--- config.mk ---
export PLATFORM = sky130hd
export DESIGN_NAME = smsar_sequencer
export DESIGN_NICKNAME = d
export VERILOG_FILES = /design/src/smsar_sequencer.v /design/src/smsar_sync.v
export VERILOG_INCLUDE_DIRS = /design/src
export SDC_FILE = /design/constraint.sdc
export NUM_CORES = 1
export LEC_CHECK = 0
export ABC_AREA = 1
export ABC_CLOCK_PERIOD_IN_PS = 2000
export BUFFER_PORTS_ARGS = -buffer_cell sky130_fd_sc_hd__buf_2
export CAP_MARGIN = 40
export CORE_UTILIZATION = 51
export DETAILED_ROUTE_END_ITERATION = 8
export HOLD_SLACK_MARGIN = 0.15
export PLACE_DENSITY = 0.76
export REMOVE_ABC_BUFFERS = 1
export SETUP_SLACK_MARGIN = 0.02
export SYNTH_ARGS = -nofsm -noshare
export SYNTH_HDL_FRONTEND = slang
export SYNTH_HIERARCHICAL = 1
export SYNTH_SLANG_ARGS = --single-unit
export TNS_END_PERCENT = 10
--- constraint.sdc ---
create_clock -name clock -period 2 [get_ports clock]
set_clock_uncertainty 0.2 [all_clocks]
set_input_delay 0.3 -clock clock [delete_from_list [all_inputs] [get_ports clock]]
set_output_delay 0.3 -clock clock [all_outputs]
set_load 0.02 [all_outputs]
--- src/smsar_defines.vh ---
`ifndef SMSAR_DEFINES_VH
`define SMSAR_DEFINES_VH
// ----------------------------------------
// Widths and codes
// ----------------------------------------
`define SMSAR_STAGES 8
`define SMSAR_CODE_W 8
`define SMSAR_ALL_ONES 8'hFF
`define SMSAR_INIT_CODE 8'hBF
`define SMSAR_CONV_CODE 8'h7F
`define SMSAR_SIGN_POS 7
`define SMSAR_LAST_STAGE 7
`define SMSAR_DONE_CYCLES 4'h8
`define SMSAR_CNT_W 4
`endif

--- src/smsar_sequencer.v ---
`timescale 1ns/100ps
`default_nettype none
`include "smsar_defines.vh"
// Contract
// - Encode/decode select low during sign trial; comparator is polarity detector.
// - Encode/decode select high for all magnitude trials after polarity known.
// - Positive input: comparator stored unchanged as magnitude decision.
// - Negative input: comparator inverted by sign-controlled XOR before storing.
// - Inversion passes comparator uninverted during sign decision.
// - Magnitude all ones at full scale, all zeros at zero scale.
// - Conventional register starts at 01111111, clearing bits one by one.
// - This register loads 10111111 at conversion start.
// - Timing shifter holds all ones after eight clocks with start inactive.
// - Start high shifts a one into the timing shifter every clock.
// - All ones and start low: next clock shifts zero into sign stage.
// - Zero walks one stage per clock to last magnitude stage, ones behind.
// - Start accepted at any time, unsynchronised to clock; code synchronises it and acts only when the shifter holds all ones.
// - Conversion-complete output stays high 8 clocks per conversion.
// - Sign strobe holds decode mode; its rising edge releases to encode.
// - Sign strobe rising edge captures comparator as sign bit.
// - Each magnitude trial clears its bit; strobe end captures decision, MSB first.
module smsar_sequencer
(
  input wire clock,
  input wire nrst,
  input wire startN,
  input wire compOut,
  output reg encodeSelect,
  output reg [7:0] trialStrobeN,
  output reg signStageOutput,
  output reg lastMagnitudeStageOutput,
  output reg signBitControl,
  output reg [7:0] code,
  output reg convComplete,
  output reg codeValid
);
  // ----------------------------------------
  // Start input crossing
  // ----------------------------------------
  wire startSync;
  smsar_sync startSyncInst
  (
    .clock(clock),
    .nrst(nrst),
    .din(startN),
    .dout(startSync),
    .stable()
  );

  // ----------------------------------------
  // Timing shift register
  // ----------------------------------------
  reg [7:0] shift_q;
  reg [7:0] shift_d;
  reg [7:0] code_q;
  reg [7:0] code_d;
  reg sign_q;
  reg sign_d;
  reg [3:0] doneCnt_q;
  reg [3:0] doneCnt_d;
  wire allOnes;
  wire decision;
  integer i;

  assign allOnes = (shift_q == `SMSAR_ALL_ONES);
  // Sign is held zero until captured, so XOR passes straight during sign trial
  assign decision = compOut ^ sign_q;

  always @*
  begin
    // Ones shift in unless start low with all stages idle
    shift_d = {shift_q[6:0], ~(allOnes & ~startSync)};
    code_d = code_q;
    sign_d = sign_q;
    doneCnt_d = doneCnt_q;
    if (allOnes && !startSync)
    begin
      code_d = `SMSAR_INIT_CODE;
      sign_d = 1'b0;
      doneCnt_d = `SMSAR_DONE_CYCLES;
    end
    else
    begin
      if (doneCnt_q != 4'h0)
      begin
        doneCnt_d = doneCnt_q - 4'h1;
      end
      // Sign strobe ends: latch polarity, inversion control is high for negative
      if (!shift_q[0])
      begin
        sign_d = ~compOut;
        code_d[`SMSAR_SIGN_POS] = compOut;
      end
      for (i = 1; i < `SMSAR_STAGES; i = i + 1)
      begin
        // Trial start clears its bit
        if (!shift_q[i - 1])
        begin
          code_d[`SMSAR_SIGN_POS - i] = 1'b0;
        end
      end
      for (i = 1; i < `SMSAR_STAGES; i = i + 1)
      begin
        // Trial end stores the decision
        if (!shift_q[i])
        begin
          code_d[`SMSAR_SIGN_POS - i] = decision;
        end
      end
    end
  end

  // ----------------------------------------
  // State and registered outputs
  // ----------------------------------------
  always @(posedge clock or negedge nrst)
  begin
    if (!nrst)
    begin
      shift_q <= `SMSAR_ALL_ONES;
      code_q <= 8'h00;
      sign_q <= 1'b0;
      doneCnt_q <= 4'h0;
      encodeSelect <= 1'b1;
      trialStrobeN <= `SMSAR_ALL_ONES;
      signStageOutput <= 1'b1;
      lastMagnitudeStageOutput <= 1'b1;
      signBitControl <= 1'b0;
      code <= 8'h00;
      convComplete <= 1'b0;
      codeValid <= 1'b0;
    end
    else
    begin
      shift_q <= shift_d;
      code_q <= code_d;
      sign_q <= sign_d;
      doneCnt_q <= doneCnt_d;
      encodeSelect <= shift_d[0];
      trialStrobeN <= shift_d;
      signStageOutput <= shift_d[0];
      lastMagnitudeStageOutput <= shift_d[`SMSAR_LAST_STAGE];
      signBitControl <= sign_d;
      code <= code_d;
      convComplete <= (doneCnt_d != 4'h0);
      codeValid <= shift_d[`SMSAR_LAST_STAGE] & ~shift_q[`SMSAR_LAST_STAGE];
    end
  end
endmodule // smsar_sequencer
`default_nettype wire

--- src/smsar_sync.v ---
`timescale 1ns/100ps
`default_nettype none
// ----------------------------------------
// Three-stage input synchroniser
// ----------------------------------------
module smsar_sync
(
  input wire clock,
  input wire nrst,
  input wire din,
  output wire dout,
  output wire stable
);
  reg s1_q;
  reg s2_q;
  reg s3_q;
  reg out_q;
  always @(posedge clock or negedge nrst)
  begin
    if (!nrst)
    begin
      s1_q <= 1'b1;
      s2_q <= 1'b1;
      s3_q <= 1'b1;
      out_q <= 1'b1;
    end
    else
    begin
      s1_q <= din;
      s2_q <= s1_q;
      s3_q <= s2_q;
      if (s2_q == s3_q)
      begin
        out_q <= s2_q;
      end
    end
  end
  assign dout = out_q;
  assign stable = (s2_q == s3_q);
endmodule // smsar_sync
`default_nettype wire

==> run metrics, run 1 <==
run status finished, final reports clean; peak fanout along the critical path 10; DIE HEIGHT 49.2 microns; GRT Total Usage 0.180; internal power 1260 uW; Pwr Density 1790 mW/mm^2; CP endpoint kind primary output; yosys warns 6; number of stages on the worst setup path 1; Switching Share 0.443; Area Overhead vs Synth 12.0%; syn_area_per_cell 10.2 sq um; worst-margin pin slew 0.573 ns; Clock Latency Late Sink 0.31 ns; CTS Root Cell clkbuf_4; Sink Count 27; Residual DRC 0; CP peak stage delay 0.64 ns; Initial Util 0.561; Worst R2R Path Depth 4; Worst EP required 1.50 ns; Finish-stage setup viols 0; final worst slack 0.366 ns; die area 0.00242 sq mm; CTS Buffer Depth 2; MaxCap Viol Count 0; Fin. Hold Viols 0; PostCTS Resize Cnt 0; metal3 WL 69 microns; Port Buf Inserts 25; Startpoint Class flop; CP max stage cell dfstp_2; drt wl/cell 12.0 microns; nets 139; clock power share 0.098; crit-path cells buf_2; row cnt 16; Max VDD drop 0.000956 V; gpl congestion 0.726; WHS Path Cells 0; Antenna diodes 0; placed wire-length estimate 1350 microns; Core ar. 0.00202 sq mm; DRT met1 WL 898 microns; fin crit period 1.63 ns; first-pass GRT wire length 3340 microns; Design Power 2270 uW; fraction of layout cells with a size suffix above 1 0.353; DR iter-0 viols 18; Cells after Synth 111; switching pwr 1000 uW; met2 WL 933 microns; Clk pin slew, worst setup/hold paths 0.13 ns; TritonCTS buffer count 3; Antenna Nets Post-Route 0; Die Wd 49.2 microns; post-placement setup slack 0.388 ns; WP buf/inv 1; Hold Crit Class flop to flop; maximum clock rate 612 MHz; design area 0.00127 sq mm; max-slew violation count 0; DR top layer met4; hold slack final 0.166 ns; Comb power frac 0.471; placed instance area 0.00121 sq mm; Reg power frac 0.431; first-pass iteration count of the detailed router 4; final period utilization 0.817; initial antenna violation count 0; H-tree levels 1; Slew headroom 0.618; routed vias/inst 4.95; post-route setup TNS 0 ns; area of the mapped netlist 0.00113 sq mm; Ports 26; LEAKAGE 0.000656 uW; largest net degree at the start of global routing 28; vias in the first global route 764; CTS tree built; RSZ-0062 raised after global routing no; Crit path max-delay family flip-flops; critical path data arrival time 1.13 ns; Routed WL 1920 microns; routed vias 792; gr ovfl total 0; critical path type flop to primary output
==> area by class of cell <==
cell class | count | area, sq um
flip-flops and latches | 27 | 691
repair buffers | 28 | 155
well taps | 27 | 33.8
multi-input cells | 59 | 309
inverters | 15 | 56.3
fillers | 193 | 751
clock buffers | 4 | 26.3
==> metal layers <==
metal / track usage / vias to the layer above
li1: - / 391
met1: 0.223 / 379
met2: 0.324 / 20
met3: 0.0280 / 2
met4: 0.0441 / 0
met5: 0 / -
==> flip-flops by register name (all words and copies together), names as in the netlist <==
signal / count
code: 8
shift_q: 7
doneCnt_q: 4
codeValid: 1
convComplete: 1
lastMagnitudeStageOutput: 1
signBitControl: 1
startSyncInst/dout: 1
startSyncInst/s1_q: 1
startSyncInst/s2_q: 1
startSyncInst/s3_q: 1
==> path summary, 6_finish.rpt <==
| kind | from | end | slack, ns |
|---|---|---|---|
| max | shift_q[0] | signStageOutput | 0.37 |
| min | startSyncInst/s1_q | startSyncInst/s2_q | 0.17 |
| max reg2reg | shift_q[0] | doneCnt_q[0] | 0.37 |
| min reg2reg | startSyncInst/s1_q | startSyncInst/s2_q | 0.17 |
| max in group asynchronous | nrst | startSyncInst/s1_q | 0.92 |
| min in group asynchronous | nrst | codeValid | 0.31 |
==> power by group through the flow <==
stage | logic [uW] | clock network [uW] | registers, uW
final | 1070 | 223 | 977
after detailed placement | 1070 | 0 | 989
after global routing | 1190 | 248 | 1010
after CTS | 1080 | 228 | 981
after floorplan | 556 | 0 | 1180
after global placement | 1040 | 0 | 974
==> placed cells by master, fill, tap and decap left out, types with 3 or more instances in the layout <==
master         count
inv_1             13
o21ai_0            3
dfrtp_1           15
buf_2             25
nor2_1             5
nand3_1            9
o211ai_1           4
dfstp_2           12
dlygate4sd3_1      3
nand2_1           27
clkbuf_4           3
==> worst register-to-register path: cells and delay by family, from the launching register on <==
kind             cells  cell delay (ns)
flip-flops           1             0.64
AND/OR/NAND/NOR      4             0.71
==> through the flow <==
step / cells / util
final: 160 / 0.629
after global routing: 160 / 0.629
after CTS: 160 / 0.629
after detailed placement: 153 / 0.601
after global placement: 153 / 0.601
after floorplan: 101 / -
==> timing repair <==
item / 4_1_cts / 5_1_grt
endpoints found under the setup margin: 0 / 0
hold buffers: 3 / 0
setup buffers: 0 / 0
hold endpoints to repair: 30 / 0
Note: power is estimated with default switching activity, not from simulation.
==> run 2, diff against run 1 <==
--- a/config.mk
+++ b/config.mk
@@ -6,14 +6,14 @@
 export SDC_FILE = /design/constraint.sdc
 export NUM_CORES = 1
 export LEC_CHECK = 0
-export ABC_AREA = 1
-export ABC_CLOCK_PERIOD_IN_PS = 2000
+export ABC_AREA = 0
+export ABC_CLOCK_PERIOD_IN_PS = 1600
 export BUFFER_PORTS_ARGS = -buffer_cell sky130_fd_sc_hd__buf_2
 export CAP_MARGIN = 40
 export CORE_UTILIZATION = 51
 export DETAILED_ROUTE_END_ITERATION = 8
 export HOLD_SLACK_MARGIN = 0.15
-export PLACE_DENSITY = 0.76
+export PLACE_DENSITY = 0.77
 export REMOVE_ABC_BUFFERS = 1
 export SETUP_SLACK_MARGIN = 0.02
 export SYNTH_ARGS = -nofsm -noshare
==> constraint.sdc (replaced) <==
create_clock -name clock -period 1.6 [get_ports clock]
set_clock_uncertainty 0.2 [all_clocks]
set_input_delay 0.24 -clock clock [delete_from_list [all_inputs] [get_ports clock]]
set_output_delay 0.24 -clock clock [all_outputs]
set_load 0.02 [all_outputs]
==> run metrics, run 2 <==
Port Buf Inserts 25; Antenna Nets Post-Route 0; initial antenna violation count 0; nets 126; Fin. Hold Viols 0; Reg power frac 0.362; routed vias 748; placed wire-length estimate 1340 microns; routed vias/inst 5.09; Design Power 3270 uW; worst r2r src doneCnt_q[0]; row cnt 16; Comb power frac 0.550; Clock Latency Late Sink 0.32 ns; peak fanout along the critical path 3; final period utilization 1.03; Finish-stage setup viols 2; Startpoint Class flop; Worst EP required 1.62 ns; DR iter-0 viols 6; number of stages on the worst setup path 5; Hold Crit Class flop to flop; CTS tree built; CP max stage cell or3b_4; DIE HEIGHT 47.8 microns; CTS Buffer Depth 2; Routed WL 2140 microns; R2R Path End convComplete; Pwr Density 2260 mW/mm^2; critical path data arrival time 1.66 ns; yosys warns 6; WP buf/inv 1; first-pass GRT wire length 3040 microns; max-slew violation count 0; final worst slack -0.0421 ns; Worst Setup EP convComplete; fin cells 147; Placed Instances 137; placed instance area 0.00126 sq mm; Area Overhead vs Synth 34.7%; Residual DRC 0; CP endpoint kind flop; final core occ 0.735; flop2flop setup slack -0.04 ns; max reg flops 8; Most flops, register code; critical path type flop to flop; TritonCTS buffer count 3; Fill cells 143; switching pwr 1270 uW; H-tree levels 1; run status finished, violations left; Max VDD drop 0.00151 V; CTS Root Cell clkbuf_4; design area 0.00144 sq mm; gpl congestion 0.723; area of the mapped netlist 0.00107 sq mm; drt wl/cell 14.5 microns; post-route setup TNS -0.0544 ns; GRT Total Usage 0.198; first-pass iteration count of the detailed router 6; clock power share 0.089; Switching Share 0.390; leading cell type in the layout, fill and taps excluded buf_6; LEAKAGE 0.000664 uW; die area 0.00229 sq mm; Crit path max-delay family simple AND/OR/NAND/NOR gates; crit-path cells inv_1 > ha_2 > or3b_4 > o32ai_2 > nand3_1; Top Registers code (8), shift_q (7), doneCnt_q (4); worst-margin pin slew 0.565 ns; internal power 1990 uW; Initial Util 0.546; Antenna diodes 0; Sink Count 27; Die Wd 47.8 microns; Cells after Synth 81; fraction of layout cells with a size suffix above 1 0.542; Core ar. 0.00196 sq mm; CP Launch Point doneCnt_q[0]; RSZ-0062 raised after global routing yes; Worst R2R Path Depth 5; largest net degree at the start of global routing 28; failing checks negative setup slack; MaxCap Viol Count 0; fin crit period 1.64 ns; Clk pin slew, worst setup/hold paths 0.14 ns; gr ovfl total 0; vias in the first global route 714; CP peak stage delay 0.41 ns; commonest non-fill, non-tap cells in the layout buf_6 (16), dfrtp_1 (15), buf_2 (14); syn_area_per_cell 13.2 sq um; maximum clock rate 609 MHz; Slew headroom 0.623; Ports 26
[run 2: how the worst min path moves through the flow]
stage | start | endpoint | cells past startpoint
final | startSyncInst/s1_q | startSyncInst/s2_q | 0
after global routing | startSyncInst/s1_q | startSyncInst/s2_q | 0
after CTS | startSyncInst/s1_q | startSyncInst/s2_q | 0
after detailed placement | nrst | code[1] | 1
after global placement | nrst | code[1] | 1
after floorplan | nrst | codeValid | 0
[run 2: layer usage]
layer | GRT usage | wire length, microns
met2 | 0.319 | 1110
met4 | 0.0889 | 12
met5 | 0 | 0
met3 | 0.0340 | 71
met1 | 0.264 | 943
[run 2: power by group through the flow]
stage          logic, uW  clock network, uW  registers (uW)
4_1_cts             1630                292            1150
2_1_floorplan        563                  0            1520
3_5_place_dp        1520                  0            1160
3_3_place_gp        1470                  0            1160
6_report            1800                289            1180
5_1_grt             1940                320            1210
[run 2: per-stage QoR]
step,hold WS [ns],setup slack [ns]
3_5_place_dp,0.0642,-0.0545
6_report,0.167,-0.0421
4_1_cts,0.168,-0.0630
2_1_floorplan,-0.256,-0.0997
3_3_place_gp,0.0609,0.0252
5_1_grt,0.169,-0.121
[run 2: area by class of cell]
cell class | instances | area, sq um | share of cell area
inverter | 4 | 20.0 | 0.0139
timing repair buffer | 44 | 363 | 0.252
multi-input combinational | 41 | 309 | 0.214
tap | 27 | 33.8 | 0.0234
sequential | 27 | 691 | 0.479
clock buffer | 4 | 26.3 | 0.0182
[run 2: repair_timing]
item	in CTS	in global routing
setup buffers	1	2
resized for setup	14	19
endpoints found under the setup margin	13	21
hold buffers	3	0
endpoints found under the hold margin	30	0
pin swaps	0	1
